--- config.mk ---
export PLATFORM = sky130hd
export DESIGN_NAME = tft_host_flat
export DESIGN_NICKNAME = d
export VERILOG_FILES = /design/src/tft_pkg.sv /design/src/tft_if.sv /design/src/tft_host.sv /design/src/flat_wrapper.sv
export VERILOG_INCLUDE_DIRS = /design/src
export SDC_FILE = /design/constraint.sdc
export NUM_CORES = 1
export LEC_CHECK = 0
export BUFFER_PORTS_ARGS = -buffer_cell sky130_fd_sc_hd__buf_4
export CAP_MARGIN = 5
export CORE_AREA = 2 2 131 197
export DETAILED_ROUTE_END_ITERATION = 6
export DIE_AREA = 0 0 133 199
export HOLD_SLACK_MARGIN = 0.02
export PLACE_DENSITY = 0.81
export SKIP_LAST_GASP = 1
export SLEW_MARGIN = 20
export SYNTH_ARGS = -nofsm -noshare
export SYNTH_HDL_FRONTEND = slang
export SYNTH_HIERARCHICAL = 1
export SYNTH_SLANG_ARGS = --single-unit
--- constraint.sdc ---
create_clock -name sys_clk_i -period 4.5 [get_ports sys_clk_i]
set_clock_uncertainty 0.2 [all_clocks]
set_input_delay 0.675 -clock sys_clk_i [delete_from_list [all_inputs] [get_ports sys_clk_i]]
set_output_delay 0.675 -clock sys_clk_i [all_outputs]
set_load 0.01 [all_outputs]
--- src/tft_params.svh ---
// timing constants and pin layout for the tft panel data-enable link
`ifndef TFT_PARAMS_SVH
`define TFT_PARAMS_SVH

`define TFT_COLOR_W 6
`define TFT_PIX_W 18
`define TFT_TOUCH_W 12
`define TFT_FIFO_DEPTH 16

`define TFT_SYS_PERIOD_PS 10000
`define TFT_PIX_PERIOD_PS 25130
// round up to whole cycles, then up to even so the duty is exactly half
`define TFT_PCLK_DIV ((((`TFT_PIX_PERIOD_PS + `TFT_SYS_PERIOD_PS - 1) / `TFT_SYS_PERIOD_PS) + 1) / 2 * 2)

`define TFT_H_TOTAL 11'd1056
`define TFT_H_MIN 12'd1000
`define TFT_H_ACTIVE 11'd800
`define TFT_V_ACTIVE 10'd600
`define TFT_BLANK_MIN 7'd10
`define TFT_BLANK_TYP 7'd28
`define TFT_BLANK_MAX 7'd110
`define TFT_GAP_CLKS 12'd2000

`define TFT_GSP_DLY 12'd4
`define TFT_GCK_DLY 12'd40
`define TFT_GCK_W 12'd133
`define TFT_GOE_DLY 12'd23
`define TFT_GOE_W 12'd150
`define TFT_PTG_DLY 12'd157

`endif

--- src/tft_pkg.sv ---
// shared types of the tft panel link
`default_nettype none
package tft_pkg;
  typedef logic [5:0] tft_color_type;
  typedef logic [17:0] tft_pixel_type;
  typedef enum logic [0:0] {
    TFT_V_ACT = 1'b0,
    TFT_V_BLANK = 1'b1
  } tft_vstate_type;
endpackage
`default_nettype wire

--- src/tft_if.sv ---
// link between the display controller and the panel
`timescale 1ns/100ps
`default_nettype none
interface tft_if;
  logic panel_pixel_clock;
  logic rgb_data_enable;
  tft_pkg::tft_color_type red_bus;
  tft_pkg::tft_color_type green_bus;
  tft_pkg::tft_color_type blue_bus;
  logic backlight_enable;
  modport host (
    output panel_pixel_clock,
    output rgb_data_enable,
    output red_bus,
    output green_bus,
    output blue_bus,
    output backlight_enable
  );
  modport panel (
    input panel_pixel_clock,
    input rgb_data_enable,
    input red_bus,
    input green_bus,
    input blue_bus,
    input backlight_enable
  );
endinterface
`default_nettype wire

--- src/tft_host.sv ---
// display controller end: pixel fifo and data-enable timing generator
`timescale 1ns/100ps
`default_nettype none
`include "tft_params.svh"

module tft_fifo #(
  parameter int WIDTH = 18,
  parameter int DEPTH = 16
) (
  input wire logic sys_clk_i,
  input wire logic nrst_i,
  input wire logic [WIDTH-1:0] in_data_i,
  input wire logic in_valid_i,
  output logic in_ready_o,
  output logic [WIDTH-1:0] out_data_o,
  output logic out_valid_o,
  input wire logic out_ready_i
);
  localparam int AW = $clog2(DEPTH);
  logic [WIDTH-1:0] mem_q [DEPTH];
  logic [AW-1:0] wr_q;
  logic [AW-1:0] rd_q;
  logic [AW:0] cnt_q;
  wire push = in_valid_i && in_ready_o;
  wire pop = out_valid_o && out_ready_i;

  assign in_ready_o = (cnt_q != (AW+1)'(DEPTH));
  assign out_valid_o = (cnt_q != '0);
  assign out_data_o = mem_q[rd_q];

  always_ff @(posedge sys_clk_i) begin
    if (push) begin
      mem_q[wr_q] <= in_data_i;
    end
  end

  always_ff @(posedge sys_clk_i or negedge nrst_i) begin
    if (!nrst_i) begin
      wr_q <= '0;
      rd_q <= '0;
      cnt_q <= '0;
    end else begin
      if (push) begin
        wr_q <= wr_q + 1'b1;
      end
      if (pop) begin
        rd_q <= rd_q + 1'b1;
      end
      cnt_q <= cnt_q + {{AW{1'b0}}, push} - {{AW{1'b0}}, pop};
    end
  end
endmodule

////////////////////////////////////////////////////////////////////////////////

module tft_host (
  input wire logic sys_clk_i,
  input wire logic nrst_i,
  input wire logic [17:0] pix_data_i,
  input wire logic pix_valid_i,
  output logic pix_ready_o,
  input wire logic [6:0] blank_lines_i,
  input wire logic backlight_on_i,
  output logic frame_start_o,
  output logic underflow_o,
  tft_if.host link
);
  localparam logic [1:0] PH_LAST = 2'(`TFT_PCLK_DIV - 1);

  logic [1:0] phase_q;
  logic pclk_q;
  logic [10:0] h_q;
  logic [9:0] v_q;
  logic [6:0] blank_q;
  logic de_q;
  tft_pkg::tft_pixel_type rgb_q;
  logic bl_q;
  logic fs_q;
  logic uf_q;
  tft_pkg::tft_vstate_type vst_d;

  ////////////////////////////////////////////////////////////////////////////////
  // pixel fifo; the generator drains one word per active pixel

  tft_pkg::tft_pixel_type fifo_data;
  logic fifo_valid;
  logic fifo_pop;

  tft_fifo #(
    .WIDTH(`TFT_PIX_W),
    .DEPTH(`TFT_FIFO_DEPTH)
  ) u_fifo (
    .sys_clk_i(sys_clk_i),
    .nrst_i(nrst_i),
    .in_data_i(pix_data_i),
    .in_valid_i(pix_valid_i),
    .in_ready_o(pix_ready_o),
    .out_data_o(fifo_data),
    .out_valid_o(fifo_valid),
    .out_ready_i(fifo_pop)
  );

  ////////////////////////////////////////////////////////////////////////////////
  // pixel clock divider: low for half, high for half

  wire tick = (phase_q == PH_LAST);
  wire [1:0] phase_d = tick ? 2'h0 : phase_q + 2'h1;
  wire pclk_d = phase_d[1];

  ////////////////////////////////////////////////////////////////////////////////
  // raster position of the pixel about to be shown

  wire [6:0] blank_clamp = (blank_lines_i < `TFT_BLANK_MIN) ? `TFT_BLANK_MIN :
                           (blank_lines_i > `TFT_BLANK_MAX) ? `TFT_BLANK_MAX : blank_lines_i;
  wire line_end = (h_q == `TFT_H_TOTAL - 11'd1);
  wire [9:0] v_last = `TFT_V_ACTIVE + {3'h0, blank_q} - 10'd1;
  wire frame_end = line_end && (v_q == v_last);
  wire [10:0] h_d = line_end ? 11'h000 : h_q + 11'd1;
  wire [9:0] v_d = frame_end ? 10'h000 : (line_end ? v_q + 10'd1 : v_q);
  wire h_act = (h_d < `TFT_H_ACTIVE);

  always_comb begin
    vst_d = (v_d < `TFT_V_ACTIVE) ? tft_pkg::TFT_V_ACT : tft_pkg::TFT_V_BLANK;
  end

  logic act_d;
  always_comb begin
    case (vst_d)
      tft_pkg::TFT_V_ACT: begin
        act_d = h_act;
      end
      tft_pkg::TFT_V_BLANK: begin
        act_d = 1'b0;
      end
      default: begin
        act_d = 1'b0;
      end
    endcase
  end

  assign fifo_pop = tick && act_d;
  // underflow shows black rather than stalling the raster, which cannot wait
  wire [17:0] rgb_d = (act_d && fifo_valid) ? fifo_data : 18'h0_0000;

  ////////////////////////////////////////////////////////////////////////////////
  // data enable and colour change at the falling pixel clock, panel samples them on the rise

  always_ff @(posedge sys_clk_i or negedge nrst_i) begin
    if (!nrst_i) begin
      phase_q <= 2'h0;
      pclk_q <= 1'b0;
      bl_q <= 1'b0;
    end else begin
      phase_q <= phase_d;
      pclk_q <= pclk_d;
      bl_q <= backlight_on_i;
    end
  end

  always_ff @(posedge sys_clk_i or negedge nrst_i) begin
    if (!nrst_i) begin
      h_q <= `TFT_H_TOTAL - 11'd1;
      v_q <= `TFT_V_ACTIVE + 10'd9;
      blank_q <= `TFT_BLANK_MIN;
    end else if (tick) begin
      h_q <= h_d;
      v_q <= v_d;
      if (frame_end) begin
        blank_q <= blank_clamp;
      end
    end
  end

  always_ff @(posedge sys_clk_i or negedge nrst_i) begin
    if (!nrst_i) begin
      de_q <= 1'b0;
      rgb_q <= 18'h0_0000;
    end else if (tick) begin
      de_q <= act_d;
      rgb_q <= rgb_d;
    end
  end

  always_ff @(posedge sys_clk_i or negedge nrst_i) begin
    if (!nrst_i) begin
      fs_q <= 1'b0;
      uf_q <= 1'b0;
    end else begin
      fs_q <= tick && frame_end;
      uf_q <= tick && act_d && !fifo_valid;
    end
  end

  assign frame_start_o = fs_q;
  assign underflow_o = uf_q;
  assign link.panel_pixel_clock = pclk_q;
  assign link.rgb_data_enable = de_q;
  assign link.red_bus = rgb_q[17:12];
  assign link.green_bus = rgb_q[11:6];
  assign link.blue_bus = rgb_q[5:0];
  assign link.backlight_enable = bl_q;
endmodule
`default_nettype wire

--- src/flat_wrapper.sv ---
// flat-port wrapper written by rule: the top's interface ports become plain ports
module tft_host_flat 
  (sys_clk_i, nrst_i, pix_data_i, pix_valid_i, pix_ready_o, blank_lines_i, backlight_on_i, frame_start_o, underflow_o, link_panel_pixel_clock, link_rgb_data_enable, link_red_bus, link_green_bus, link_blue_bus, link_backlight_enable);
  tft_if link_i ();
  input wire logic sys_clk_i;
  input wire logic nrst_i;
  input wire logic [17:0] pix_data_i;
  input wire logic pix_valid_i;
  output logic pix_ready_o;
  input wire logic [6:0] blank_lines_i;
  input wire logic backlight_on_i;
  output logic frame_start_o;
  output logic underflow_o;
  output wire logic [$bits(link_i.panel_pixel_clock)-1:0] link_panel_pixel_clock;
  output wire logic [$bits(link_i.rgb_data_enable)-1:0] link_rgb_data_enable;
  output wire logic [$bits(link_i.red_bus)-1:0] link_red_bus;
  output wire logic [$bits(link_i.green_bus)-1:0] link_green_bus;
  output wire logic [$bits(link_i.blue_bus)-1:0] link_blue_bus;
  output wire logic [$bits(link_i.backlight_enable)-1:0] link_backlight_enable;
  assign link_panel_pixel_clock = link_i.panel_pixel_clock;
  assign link_rgb_data_enable = link_i.rgb_data_enable;
  assign link_red_bus = link_i.red_bus;
  assign link_green_bus = link_i.green_bus;
  assign link_blue_bus = link_i.blue_bus;
  assign link_backlight_enable = link_i.backlight_enable;
  tft_host u_core (.sys_clk_i(sys_clk_i), .nrst_i(nrst_i), .pix_data_i(pix_data_i), .pix_valid_i(pix_valid_i), .pix_ready_o(pix_ready_o), .blank_lines_i(blank_lines_i), .backlight_on_i(backlight_on_i), .frame_start_o(frame_start_o), .underflow_o(underflow_o), .link(link_i));
endmodule
# After elaboration in Yosys (flattened, before gate mapping)
# Memory sizes are Yosys's and may differ from the RTL's.
# Index checks and enable logic that the tools add are counted.
# Widths: inputs -> output; s select.
dict set report totals {
  regBits 66
  wordCells 52
  memories 1
  ramBits 288
}
dict set report op_classes {
  muxes 11
  n_eq_ne 4
  add_sub_neg 9
  order_cmp 4
  reduce_logical 10
}
# memory words word_bits rd rd_clocked_by_memory_dff wr line_no
set mem_list {}
lappend mem_list {u_core.u_fifo.mem_q 16 18 1 0 1 tft_host.sv:20} ;# logic [WIDTH-1:0] mem_q [DEPTH];
# cell count
set op_table {}
lappend op_table {{$mux 10} 2}
lappend op_table {{$mux 18} 1}
lappend op_table {{$mux 7} 2}
lappend op_table {{$add 11x1->11 const B} 1}
lappend op_table {{$eq 11x11->1 const B} 1}
lappend op_table {{$lt 11x10->1 const B} 1}
lappend op_table {{$mux 11} 1}
lappend op_table {{$add 10x1->10 const B} 1}
lappend op_table {{$add 10x7->10 const A} 1}
lappend op_table {{$eq 10x10->1} 1}
lappend op_table {{$lt 10x10->1 const B} 1}
lappend op_table {{$sub 10x1->10 const B} 1}
lappend op_table {{$add 4x1->4 const B} 2}
lappend op_table {{$gt 7x7->1 const B} 1}
lappend op_table {{$logic_and 1x1->1} 7}
lappend op_table {{$lt 7x4->1 const B} 1}
lappend op_table {{$add 5x1->5} 1}
lappend op_table {{$ne 5x5->1 const B} 1}
lappend op_table {{$reduce_bool 5->1} 1}
lappend op_table {{$sub 5x1->5} 1}
lappend op_table {{$mux 1} 3}
lappend op_table {{$add 2x1->2 const B} 1}
lappend op_table {{$eq 2x2->1 const B} 1}
lappend op_table {{$mux 2} 1}
lappend op_table {{3 further kinds} 3}

# Logic depth before layout (Yosys ltp)
# Gate-level depths: netlist (run 1).
dict set report logic_depth {
  word_depth 11
  mapped_depth 20
  depth_no_buf 19
}

# Modules after synthesis
# Netlist (run 1), hierarchy kept.
# mod instances area_each_um2 cells_per_inst seq_area_each_um2
set by_module_without_submodules {}
lappend by_module_without_submodules {tft_fifo 1 11820.1 606 8973.6}
lappend by_module_without_submodules {tft_host 1 2869.0 280 1316.3}

# Worst setup path after synthesis (run 1)
# No wires, ideal clock.
dict set report synth_timing {
  path_kind {register -> register}
  start {register u_core.h_q[0]}
  end {register u_core.u_fifo.cnt_q[4]}
  required_time_ns 4.220
  path_slack_ns 0.532
  t_arrival_ns 3.688
  path_buffers 2
  synth_period_minus_slack_ns 3.968
  stages_incl_launch_ff 21
  path_cell_list {dfstp_2 > ha_1 > and4_1 > buf_4 > nand3_4 > or3_1 > xnor2_1 > a211o_1 > and3_1 > nor2_1 > and2_4 > buf_6 > ha_1 > inv_1 > ha_1 > inv_1 > fa_1 > inv_1 > a21oi_1 > o21bai_1 > xnor2_1}
}
dict set report synth_via {
  elab_chain_len 9
  word_cells_on_any_way 13
  classes_between {2 x add/sub; 2 x order compare; 1 x eq/ne; 5 x mux; 3 x reduce/logical}
}
# item line_no
set synth_lines {}
lappend synth_lines {{from (decl)} tft_host.sv:72} ;# logic [10:0] h_q;
lappend synth_lines {{from (signal assigned)} tft_host.sv:162} ;# h_q <= `TFT_H_TOTAL - 11'd1;
lappend synth_lines {{branches (longest 5 deep; another with $add 11x1->11)} --}
lappend synth_lines {{$pmux 1 s2 *} tft_host.sv:128} ;# case (vst_d)
lappend synth_lines {{$logic_and 1x1->1 *} tft_host.sv:141} ;# assign fifo_pop = tick && act_d;
lappend synth_lines {{named net u_core.fifo_pop} tft_host.sv:87} ;# logic fifo_pop;
lappend synth_lines {{$logic_and 1x1->1 *} tft_host.sv:25} ;# wire pop = out_valid_o && out_ready_i;
lappend synth_lines {{named net u_core.u_fifo.pop} tft_host.sv:25}
lappend synth_lines {{$sub 5x1->5 *} tft_host.sv:49} ;# cnt_q <= cnt_q + {{AW{1'b0}}, push} - {{AW{1'b0}}, pop};
lappend synth_lines {{to (signal assigned)} tft_host.sv:49}
lappend synth_lines {{to (decl)} tft_host.sv:23} ;# logic [AW:0] cnt_q;
# Mark *: on every way through the listed nets, which the timed path passes.
# A chain may end at the register's enable or synchronous reset.

# Worst setup path after layout (run 1)
dict set report layout_timing {
  start {register u_core.h_q[0]}
  end {register u_core.u_fifo.cnt_q[4]}
}
dict set report layout_via {
  elab_chain_len 9
  word_cells_on_any_way 13
  classes_between {2 x add/sub; 2 x order compare; 1 x eq/ne; 5 x mux; 3 x reduce/logical}
}
# item line_no
set layout_lines {}
lappend layout_lines {{branches (longest 5 deep; another with $add 11x1->11)} --}
lappend layout_lines {{$pmux 1 s2 *} tft_host.sv:128}
lappend layout_lines {{$logic_and 1x1->1 *} tft_host.sv:141}
lappend layout_lines {{named net u_core.fifo_pop} tft_host.sv:87}
lappend layout_lines {{$logic_and 1x1->1 *} tft_host.sv:25}
lappend layout_lines {{$sub 5x1->5 *} tft_host.sv:49}
# Marks and branches as above.

==> flow_summary.json, run 1 <==
{
  "netlist-cell-type-count": 74,
  "chipHeight_um": 199,
  "dpl.hpwl_um": 17900,
  "die_footprint_um2": 26500,
  "number_of_primary_i_o_pins": 53,
  "antenna_left": 0,
  "outcome": "completed",
  "commonest_non_fill_non_tap_cell_in_the_layout": "sky130_fd_sc_hd__edfxtp_1",
  "die_x_um": 133,
  "drt-initial-drc-count": 652,
  "grt_pass1_vias": 8415,
  "postSynth.topFlopCell": "sky130_fd_sc_hd__edfxtp_1",
  "cp_data_required_time_ns": 4.73,
  "critical_path.max_stage_delay_ns": 0.54,
  "cts-root-to-sink-buffers": 3,
  "antenna_found_initial": 1,
  "number_of_detailed_routing_iterations_run_before_antenna_repair": 5,
  "areaGrowthSynthToFinish_pct": 13.9,
  "grt_setup_unrepaired": "false",
  "synth_fp_nets": 931,
  "max_slew.worst_pin.slew_ns": 1.08,
  "achievable-frequency_mhz": 237,
  "io_buffers": 52,
  "cts.htree.levels": 2,
  "clkSinkCount": 353,
  "vdd.ir_drop.worst_mv": 0.350,
  "asyncSetResetFlopFracSynth": 0.184,
  "post_synth_instance_area_um2": 14700,
  "post-route-period-util": 0.940,
  "drt-wirelength-per-cell_um": 24.1,
  "design_area_um2": 16700,
  "top_library_cells_by_usage_in_the_layout_fill_and_taps_aside": "288 x sky130_fd_sc_hd__edfxtp_1, 77 x sky130_fd_sc_hd__buf_4, 72 x sky130_fd_sc_hd__mux2i_1",
  "timing.max_slew.rel_slack": 0.277,
  "power_uw": 9680,
  "postLayoutCoreUtil": 0.675,
  "worst_hold_path_type": "input port to async pin",
  "timing.setup.tns_ns": 0,
  "cp_max_fanout": 5,
  "latest_clock_arrival_within_the_worst_skew_pair_ns": 0.51,
  "grt_max_degree": 66,
  "hold_violations": 0,
  "cts-root-buf": "sky130_fd_sc_hd__clkbuf_16",
  "arrival_time_reported_for_the_critical_path_endpoint_ns": 4.46,
  "placementRows": 71,
  "post-route-min-period_ns": 4.23,
  "tritoncts_buffer_count": 34,
  "syn-instance-count": 886,
  "route.final.wire_length_um": 31500,
  "placed_area_um2": 15500,
  "drc": 0,
  "track_usage": 0.242,
  "dpl_worst_slack_ns": 0.228,
  "register_area_um2": 10300,
  "synth-edff-count": 288,
  "critPathKind": "flop to flop",
  "power.density_cell_area_nw_per_um2": 579,
  "place_congestion": 0.844,
  "grt.overflow.total": 0,
  "cts.hold.buffers_added": 0,
  "worst_slack_ns": 0.272,
  "timing.critical_path.from_type": "flop",
  "number_of_register_bits_inferred_by_synthesis": 353,
  "postCtsSetupBuffers": 0,
  "critical_path.endpoint_type": "flop",
  "initial_utilization": 0.593,
  "final_layout_size_suffix_gt1_frac": 0.218,
  "final_nets": 999,
  "grt_pass1_wl_um": 47800,
  "via_count": 8257,
  "yosys_warnings": 6,
  "clock_tree_from_tritoncts": "built",
  "multi_input_gate_area_in_the_final_layout_um2": 4100,
  "fillerInstances": 1559,
  "core_region_area_um2": 24800,
  "critical-path-slowest-cell": "sky130_fd_sc_hd__dfstp_2",
  "seq_area_frac_synth": 0.701,
  "finalSetupViolations": 0,
  "final-max-slew-violation-count": 0,
  "worstPathCellList": "ha_1 > and4_2 > nand3_4 > or3_1 > xnor2_1 > a211o_1 > and3_1 > nor2_2 > and2_4 > ha_1 > inv_1 > ha_1 > inv_1 > fa_1 > inv_1 > a21oi_1 > o21bai_1 > xnor2_1",
  "cap_viol_max_count": 0,
  "cts_repair_resize_count": 0,
  "via_count_normalized_by_instance_count": 6.31,
  "post_synth.cell_area_avg_um2": 16.6,
  "power.leakage_uw": 0.00586,
  "register_clock_pin_slew_on_the_reported_worst_setup_and_hold_paths_ns": 0.06
}
[cell usage after synthesis, drive strengths merged (4+ instances only)]
master | n | share of area
o21ai | 34 | 0.012
o211ai | 4 | 0.0024
nand4 | 7 | 0.0040
a221oi | 36 | 0.021
nor2 | 22 | 0.0058
and3 | 7 | 0.0030
nand3 | 19 | 0.0073
dfrtp | 53 | 0.090
xor2 | 8 | 0.0048
and4 | 4 | 0.0024
xnor2 | 21 | 0.013
mux2i | 72 | 0.049
dfstp | 12 | 0.021
mux4 | 36 | 0.055
a22oi | 19 | 0.0097
ha | 15 | 0.013
o31ai | 4 | 0.0024
nor4 | 5 | 0.0021
nor3 | 13 | 0.0063
mux2 | 6 | 0.0049
a21oi | 10 | 0.0034
and2 | 16 | 0.0070
a22o | 18 | 0.011
nand2 | 38 | 0.0097
clkbuf | 18 | 0.0046
or3 | 4 | 0.0017
buf | 30 | 0.012
edfxtp | 288 | 0.59
inv | 26 | 0.0066
[stage by stage]
stage | hold slack (ns) | std cells
finish | 0.0583 | 1308
global route | 0.0656 | 1308
CTS | 0.0576 | 1307
detailed placement | 0.221 | 1246
global placement | 0.218 | 1246
floorplan | 0.179 | 886
[registers in the layout (all words and copies together) (netlist names)]
name and flops:
u_core/u_fifo/mem_q 288, u_core/rgb_q 18, u_core/h_q 11, u_core/v_q 10, u_core/blank_q 7, u_core/u_fifo/cnt_q 5
u_core/u_fifo/rd_q 4, u_core/u_fifo/wr_q 4, u_core/frame_start_o 1, u_core/link.backlight_enable 1, u_core/link.panel_pixel_clock 1, u_core/link.rgb_data_enable 1
u_core/phase_q 1, u_core/underflow_o 1
[report_power, final]
| group | switching [uW] | internal, uW | total (uW) |
|---|---|---|---|
| clock network | 1180 | 1800 | 2970 |
| registers | 295 | 3950 | 4240 |
| logic | 1400 | 1070 | 2460 |
[final cells by class]
class                           instances  area share
Antenna cell                            1    0.000150
Inverter                               27     0.00606
Multi-Input combinational cell        458       0.245
Tap cell                              328      0.0245
Sequential cell                       353       0.616
Clock inverter                         20      0.0165
Timing Repair Buffer                   80      0.0382
Clock buffer                           41      0.0543
[logic make-up (layout without fill, tap and decap cells)]
family	after synthesis	in the layout	share of synthesized area
xor+xnor	29	29	0.0173
simple gates	151	151	0.0592
flops	353	353	0.701
mux	114	114	0.109
compound gates	148	148	0.0758
fa+ha+maj	16	16	0.0141
other cells	0	1	0
buf+inv	75	168	0.0239
[critical path, delay by kind of cell (launching register included)]
kind	cells	cell delay [ns]
AO/OA/AOI/OAI	3	0.48
XOR/XNOR	2	0.27
adder cells (fa/ha/maj)	4	1.00
buffers and inverters	3	0.18
flip-flops	1	0.54
AND/OR/NAND/NOR	6	1.48
[per-layer routing]
layer	global-route usage	share of wire	routed length, um
met4	0.113	0.043	1360
met5	0	0	0
met3	0.0354	0.065	2060
met2	0.432	0.53	16600
met1	0.291	0.36	11500
[final timing paths]
path | from | to | slack (ns) | cells after the start
hold / removal | nrst_i | u_core/u_fifo/cnt_q[1] | 0.06 | 1
setup / recovery | u_core/h_q[0] | u_core/u_fifo/cnt_q[4] | 0.27 | 18
setup reg to reg | u_core/h_q[0] | u_core/u_fifo/cnt_q[4] | 0.27 | 18
max in group asynchronous | nrst_i | u_core/u_fifo/rd_q[0] | 3.43 | 1
hold reg to reg | u_core/phase_q[0] | u_core/phase_q[0] | 0.22 | 1
min in group sys_clk_i | backlight_on_i | u_core/link.backlight_enable | 0.07 | 1
(Power assumes the default switching activity.)
==> run 2: changes to the inputs <==
REMOVE_ABC_BUFFERS = 1   (was unset)
==> run 2 against run 1 <==
  * Sequential share of layout area increased by 0.51 points
  * Power decreased by 3.5%
  * Core utilization decreased by 0.55 points
  * Cell area decreased by 0.81%
  * Setup slack improved by 0.083 ns
  * Combinational power about the same
  * Die area unchanged
  * Clock-buffer cell count unchanged
  * Register-to-register slack improved by 0.08 ns
  * Critical path depth unchanged
  * Fmax increased by 2.0%
  * Via count decreased by 0.45%
==> flow_summary.json, run 2 (same netlist as run 1, synthesis figures left out) <==
{
  "outcome": "completed",
  "arrival_time_reported_for_the_critical_path_endpoint_ns": 4.43,
  "critical-path-slowest-cell": "sky130_fd_sc_hd__dfstp_2",
  "cts-root-to-sink-buffers": 3,
  "max_flop_register": "u_core/u_fifo/mem_q",
  "initial_utilization": 0.593,
  "timing.critical_path.from_type": "flop",
  "grt.overflow.total": 0,
  "clkSinkCount": 353,
  "critical_path.endpoint_type": "flop",
  "worstPathCellList": "ha_1 > and4_4 > nand3_4 > or3_1 > xnor2_1 > a211o_1 > and3_1 > nor2_1 > and2_4 > ha_1 > inv_1 > ha_1 > inv_1 > fa_1 > inv_1 > a21oi_1 > o21bai_1 > xnor2_1",
  "core_region_area_um2": 24800,
  "achievable-frequency_mhz": 241,
  "max_slew.worst_pin.slew_ns": 1.16,
  "grt_pass1_vias": 8228,
  "finalHoldWorstSlack_ns": 0.0485,
  "critical_path.max_stage_delay_ns": 0.55,
  "worst_hold_path_type": "input port to async pin",
  "vdd.ir_drop.worst_mv": 0.543,
  "timing.setup.tns_ns": 0,
  "io_buffers": 52,
  "drc": 0,
  "place_congestion": 0.868,
  "number_of_primary_i_o_pins": 53,
  "latest_clock_arrival_within_the_worst_skew_pair_ns": 0.57,
  "cts-root-buf": "sky130_fd_sc_hd__clkbuf_16",
  "cts.htree.levels": 1,
  "drt-initial-drc-count": 637,
  "grt_pass1_wl_um": 46900,
  "post-route-min-period_ns": 4.14,
  "layout.cells.non_filler": 1308,
  "chipHeight_um": 199,
  "die_x_um": 133,
  "cap_viol_max_count": 0,
  "post-route-period-util": 0.921,
  "power.density_cell_area_nw_per_um2": 563,
  "track_usage": 0.237,
  "grt_max_degree": 66,
  "final_layout_size_suffix_gt1_frac": 0.211,
  "finalSetupViolations": 0,
  "route.final.wire_length_um": 31000,
  "postCtsSetupBuffers": 0,
  "top_library_cells_by_usage_in_the_layout_fill_and_taps_aside": "288 x sky130_fd_sc_hd__edfxtp_1, 82 x sky130_fd_sc_hd__buf_4, 72 x sky130_fd_sc_hd__mux2i_1",
  "placementRows": 71,
  "final_nets": 1000,
  "placedCellCount": 1249,
  "tritoncts_buffer_count": 31,
  "fillerInstances": 1588,
  "dpl_worst_slack_ns": 0.256,
  "final-max-slew-violation-count": 0,
  "die_footprint_um2": 26500,
  "antenna_left": 0,
  "drt-wirelength-per-cell_um": 23.7,
  "commonest_non_fill_non_tap_cell_in_the_layout": "sky130_fd_sc_hd__edfxtp_1",
  "antenna_found_initial": 0,
  "reg.largest.list": "u_core/u_fifo/mem_q (288), u_core/rgb_q (18), u_core/h_q (11)",
  "dpl.hpwl_um": 18400,
  "areaGrowthSynthToFinish_pct": 12.9,
  "cp_data_required_time_ns": 4.78,
  "worst_slack_ns": 0.355,
  "register_clock_pin_slew_on_the_reported_worst_setup_and_hold_paths_ns": 0.07,
  "cp_max_fanout": 9,
  "critPathKind": "flop to flop",
  "hold_violations": 0,
  "number_of_detailed_routing_iterations_run_before_antenna_repair": 5,
  "max_reg_flops": 288,
  "via_count_normalized_by_instance_count": 6.28,
  "via_count": 8220,
  "power.leakage_uw": 0.00581,
  "insertedDiodeCount": 0,
  "timing.max_slew.rel_slack": 0.224,
  "clock_tree_from_tritoncts": "built",
  "grt_setup_unrepaired": "false"
}
## run 2: metal layers
metal | track usage | wire, um | vias to the layer above
met1 | 0.296 | 11700 | 4199
met5 | 0 | 0 | -
met3 | 0.0283 | 1910 | 59
met4 | 0.0800 | 879 | 0
li1 | - | - | 3653
met2 | 0.430 | 16500 | 309
## run 2: stage by stage
step	instance area (um^2)	power (uW)	utilization
2_1_floorplan	14400	5870	-
3_3_place_gp	15500	6610	0.626
4_1_cts	16600	9400	0.669
6_report	16600	9340	0.669
5_1_grt	16600	9740	0.669
3_5_place_dp	15500	6700	0.626
## run 2: what timing repair did
item / in CTS / in global routing
hold endpoints to repair: 1 / 0
resized for setup: 0 / 2
hold buffers: 1 / 0
setup endpoints to repair: 0 / 1
## run 2: final timing paths
| check | cells past startpoint | slack (ns) | endpoint | startpoint |
|---|---|---|---|---|
| worst max-delay path | 18 | 0.36 | u_core/u_fifo/cnt_q[4] | u_core/h_q[0] |
| worst min-delay path | 1 | 0.05 | u_core/frame_start_o | nrst_i |
| worst max register to register | 18 | 0.36 | u_core/u_fifo/cnt_q[4] | u_core/h_q[0] |
| worst min register to register | 1 | 0.25 | u_core/phase_q[0] | u_core/phase_q[0] |
| max in group asynchronous | 1 | 3.37 | u_core/u_fifo/rd_q[0] | nrst_i |
| min in group sys_clk_i | 3 | 0.16 | u_core/blank_q[1] | blank_lines_i[1] |
## run 2: power by group
group / switching, uW / internal [uW]
logic: 1390 / 1050
registers: 251 / 3950
clock network: 1120 / 1590
## run 2: critical path: cells and delay by family (launching register included)
family,cells,cell delay [ns]
adders and majority gates,4,1.01
buffers and inverters,3,0.20
DFF,1,0.55
xor gates and xnor gates,2,0.28
AOI/OAI and AO/OA,3,0.47
and+or+nand+nor,6,1.35
## run 2: final cells by class
type	instances	area, um^2	share of cell area
Clock inverter	17	216	0.0130
Multi-Input combinational cell	458	4090	0.246
Clock buffer	41	833	0.0502
Sequential cell	353	10300	0.621
Tap cell	328	410	0.0247
Timing Repair Buffer	84	646	0.0389
Inverter	27	101	0.00611
==> run 3: changes to the inputs <==
CORE_AREA = 2 2 136 191   (was 2 2 131 197)
CTS_BUF_LIST = sky130_fd_sc_hd__clkbuf_16   (was unset)
DIE_AREA = 0 0 138 193   (was 0 0 133 199)
PLACE_DENSITY = 0.8   (was 0.81)
==> run 3 against run 2 <==
  * Combinational power is essentially flat
  * Wire length shrank 0.40%
  * Sequential power grew 1%
  * Sequential share of layout area grew 0.24 points
  * First-iteration DRC count shrank 21%
  * Setup slack lost 0.023 ns
  * Clock-buffer cell count shrank 10
  * Largest power group unchanged
==> flow_summary.json, run 3 (same netlist as run 1, synthesis figures left out) <==
{
  "max_reg_flops": 288,
  "die_footprint_um2": 26600,
  "power.density_cell_area_nw_per_um2": 556,
  "die_x_um": 138,
  "timing.max_slew.rel_slack": 0.254,
  "io_buffers": 52,
  "power.leakage_uw": 0.00582,
  "grt_max_degree": 66,
  "achievable-frequency_mhz": 240,
  "multi_input_gate_area_in_the_final_layout_um2": 4090,
  "drt-initial-drc-count": 506,
  "fillerInstances": 1680,
  "grt_pass1_wl_um": 46900,
  "worst_slack_ns": 0.332,
  "internal-power_uw": 6430,
  "register_clock_pin_slew_on_the_reported_worst_setup_and_hold_paths_ns": 0.07,
  "reg.largest.list": "u_core/u_fifo/mem_q (288), u_core/rgb_q (18), u_core/h_q (11)",
  "power.switching_uw": 2760,
  "final_nets": 1001,
  "worst_hold_path_type": "input port to async pin",
  "route.final.wire_length_um": 30900,
  "max_slew.worst_pin.slew_ns": 1.12,
  "grt.overflow.total": 0,
  "final_layout_size_suffix_gt1_frac": 0.212,
  "via_count_normalized_by_instance_count": 6.34,
  "post-route-min-period_ns": 4.17,
  "insertedDiodeCount": 0,
  "areaGrowthSynthToFinish_pct": 12.5,
  "top_library_cells_by_usage_in_the_layout_fill_and_taps_aside": "288 x sky130_fd_sc_hd__edfxtp_1, 81 x sky130_fd_sc_hd__buf_4, 72 x sky130_fd_sc_hd__mux2i_1",
  "initial_utilization": 0.587,
  "dpl.hpwl_um": 18400,
  "pwr-share-clk": 0.275,
  "commonest_non_fill_non_tap_cell_in_the_layout": "sky130_fd_sc_hd__edfxtp_1",
  "clock_tree_from_tritoncts": "built",
  "number_of_detailed_routing_iterations_run_before_antenna_repair": 5,
  "net_switching_fraction_of_the_power": 0.300,
  "worstReg2RegStart": "u_core/h_q[0]",
  "place_congestion": 0.827,
  "via_count": 8224,
  "cts.htree.levels": 1,
  "outcome": "completed",
  "register_area_um2": 10300,
  "drt-wirelength-per-cell_um": 23.8,
  "core_region_area_um2": 25000,
  "comb_power_share": 0.262,
  "finalSetupViolations": 0,
  "grt_pass1_vias": 8371,
  "placed_area_um2": 15500,
  "hold_violations": 0,
  "cp_data_required_time_ns": 4.78,
  "drc": 0,
  "grt_setup_unrepaired": "false",
  "cts-root-to-sink-buffers": 3,
  "worst_setup_path_startpoint": "u_core/h_q[0]",
  "antenna_found_initial": 0,
  "latest_clock_arrival_within_the_worst_skew_pair_ns": 0.55,
  "share_seq_of_total_power": 0.463,
  "cts-root-buf": "sky130_fd_sc_hd__clkbuf_16",
  "post-route-period-util": 0.926,
  "cap_viol_max_count": 0,
  "design_area_um2": 16500,
  "placementRows": 69,
  "chipHeight_um": 193,
  "timing.critical_path.from_type": "flop",
  "final-max-slew-violation-count": 0,
  "max_flop_register": "u_core/u_fifo/mem_q",
  "critical_path.endpoint_type": "flop",
  "arrival_time_reported_for_the_critical_path_endpoint_ns": 4.44,
  "number_of_primary_i_o_pins": 53,
  "vdd.ir_drop.worst_mv": 0.417,
  "critPathKind": "flop to flop",
  "tritoncts_buffer_count": 31,
  "clkSinkCount": 353,
  "track_usage": 0.231,
  "antenna_left": 0,
  "cp_max_fanout": 5,
  "dpl_worst_slack_ns": 0.354
}
run 3: changes by cell type in the layout (fill, tap and decap cells not counted), moves of 2 or more:
cell / previous run / this run
sky130_fd_sc_hd__clkbuf_1: 8 / 0
sky130_fd_sc_hd__clkinv_2: 2 / 7
sky130_fd_sc_hd__inv_1: 25 / 32
sky130_fd_sc_hd__clkbuf_8: 2 / 0
sky130_fd_sc_hd__clkinv_1: 7 / 5
sky130_fd_sc_hd__buf_12: 1 / 3
sky130_fd_sc_hd__bufinv_16: 5 / 3
run 3: stage by stage:
| stage | total power, uW | hold WS, ns | utilization | instances | TNS, ns |
|---|---|---|---|---|---|
| final | 9190 | 0.0592 | 0.660 | 1297 | 0 |
| after global routing | 9560 | 0.126 | 0.660 | 1297 | 0 |
| after CTS | 9240 | 0.0921 | 0.660 | 1297 | 0 |
| after detailed placement | 6730 | 0.239 | 0.621 | 1241 | 0 |
| after global placement | 6620 | 0.212 | 0.621 | 1241 | 0 |
| after floorplan | 5870 | 0.179 | - | 838 | -13.61 |
run 3: worst paths after layout:
kind,end,slack [ns],cells past startpoint
min in group sys_clk_i,u_core/blank_q[1],0.15,3
max in group asynchronous,u_core/u_fifo/rd_q[0],3.35,1
setup reg to reg,u_core/u_fifo/cnt_q[4],0.33,18
hold / removal,u_core/link.backlight_enable,0.06,1
hold reg to reg,u_core/phase_q[0],0.24,1
setup / recovery,u_core/u_fifo/cnt_q[4],0.33,18
run 3: cell type report:
type	instances	area share
clock buffer	31	0.0469
clock inverter	24	0.0116
inverter	27	0.00613
multi-input combinational	458	0.247
sequential	353	0.623
tap	319	0.0242
timing repair buffer	85	0.0410
run 3: critical path: stages, from the launching register on:
cell and delay (ns):
sky130_fd_sc_hd__dfstp_2 0.54, sky130_fd_sc_hd__ha_1 0.24, sky130_fd_sc_hd__and4_1 0.34, sky130_fd_sc_hd__nand3_4 0.12
sky130_fd_sc_hd__or3_1 0.40, sky130_fd_sc_hd__xnor2_1 0.16, sky130_fd_sc_hd__a211o_1 0.28, sky130_fd_sc_hd__and3_1 0.22
sky130_fd_sc_hd__nor2_1 0.10, sky130_fd_sc_hd__and2_4 0.18, sky130_fd_sc_hd__ha_1 0.23, sky130_fd_sc_hd__inv_1 0.06
sky130_fd_sc_hd__ha_1 0.15, sky130_fd_sc_hd__inv_1 0.05, sky130_fd_sc_hd__fa_1 0.40, sky130_fd_sc_hd__inv_1 0.07
sky130_fd_sc_hd__a21oi_1 0.05, sky130_fd_sc_hd__o21bai_1 0.15, sky130_fd_sc_hd__xnor2_1 0.14
run 3: power by group through the flow:
stage	registers [uW]	logic (uW)	clock network (uW)
after floorplan	4400	1480	0
after global placement	4300	2320	0
after detailed placement	4320	2410	0
after CTS	4250	2420	2560
after global routing	4290	2590	2670
final	4250	2410	2530
run 3: what timing repair did:
item / 4_1_cts / 5_1_grt
setup buffers: 0 / 0
hold endpoints to repair: 1 / 0
resized for setup: 0 / 0
hold buffers: 1 / 0
run 3: routing by layer:
metal  part of all wire  routed length [um]  GRT usage
met5                  0                   0          0
met4              0.038                1170     0.0950
met3              0.066                2050     0.0314
met2               0.53               16300      0.430
met1               0.37               11300      0.271
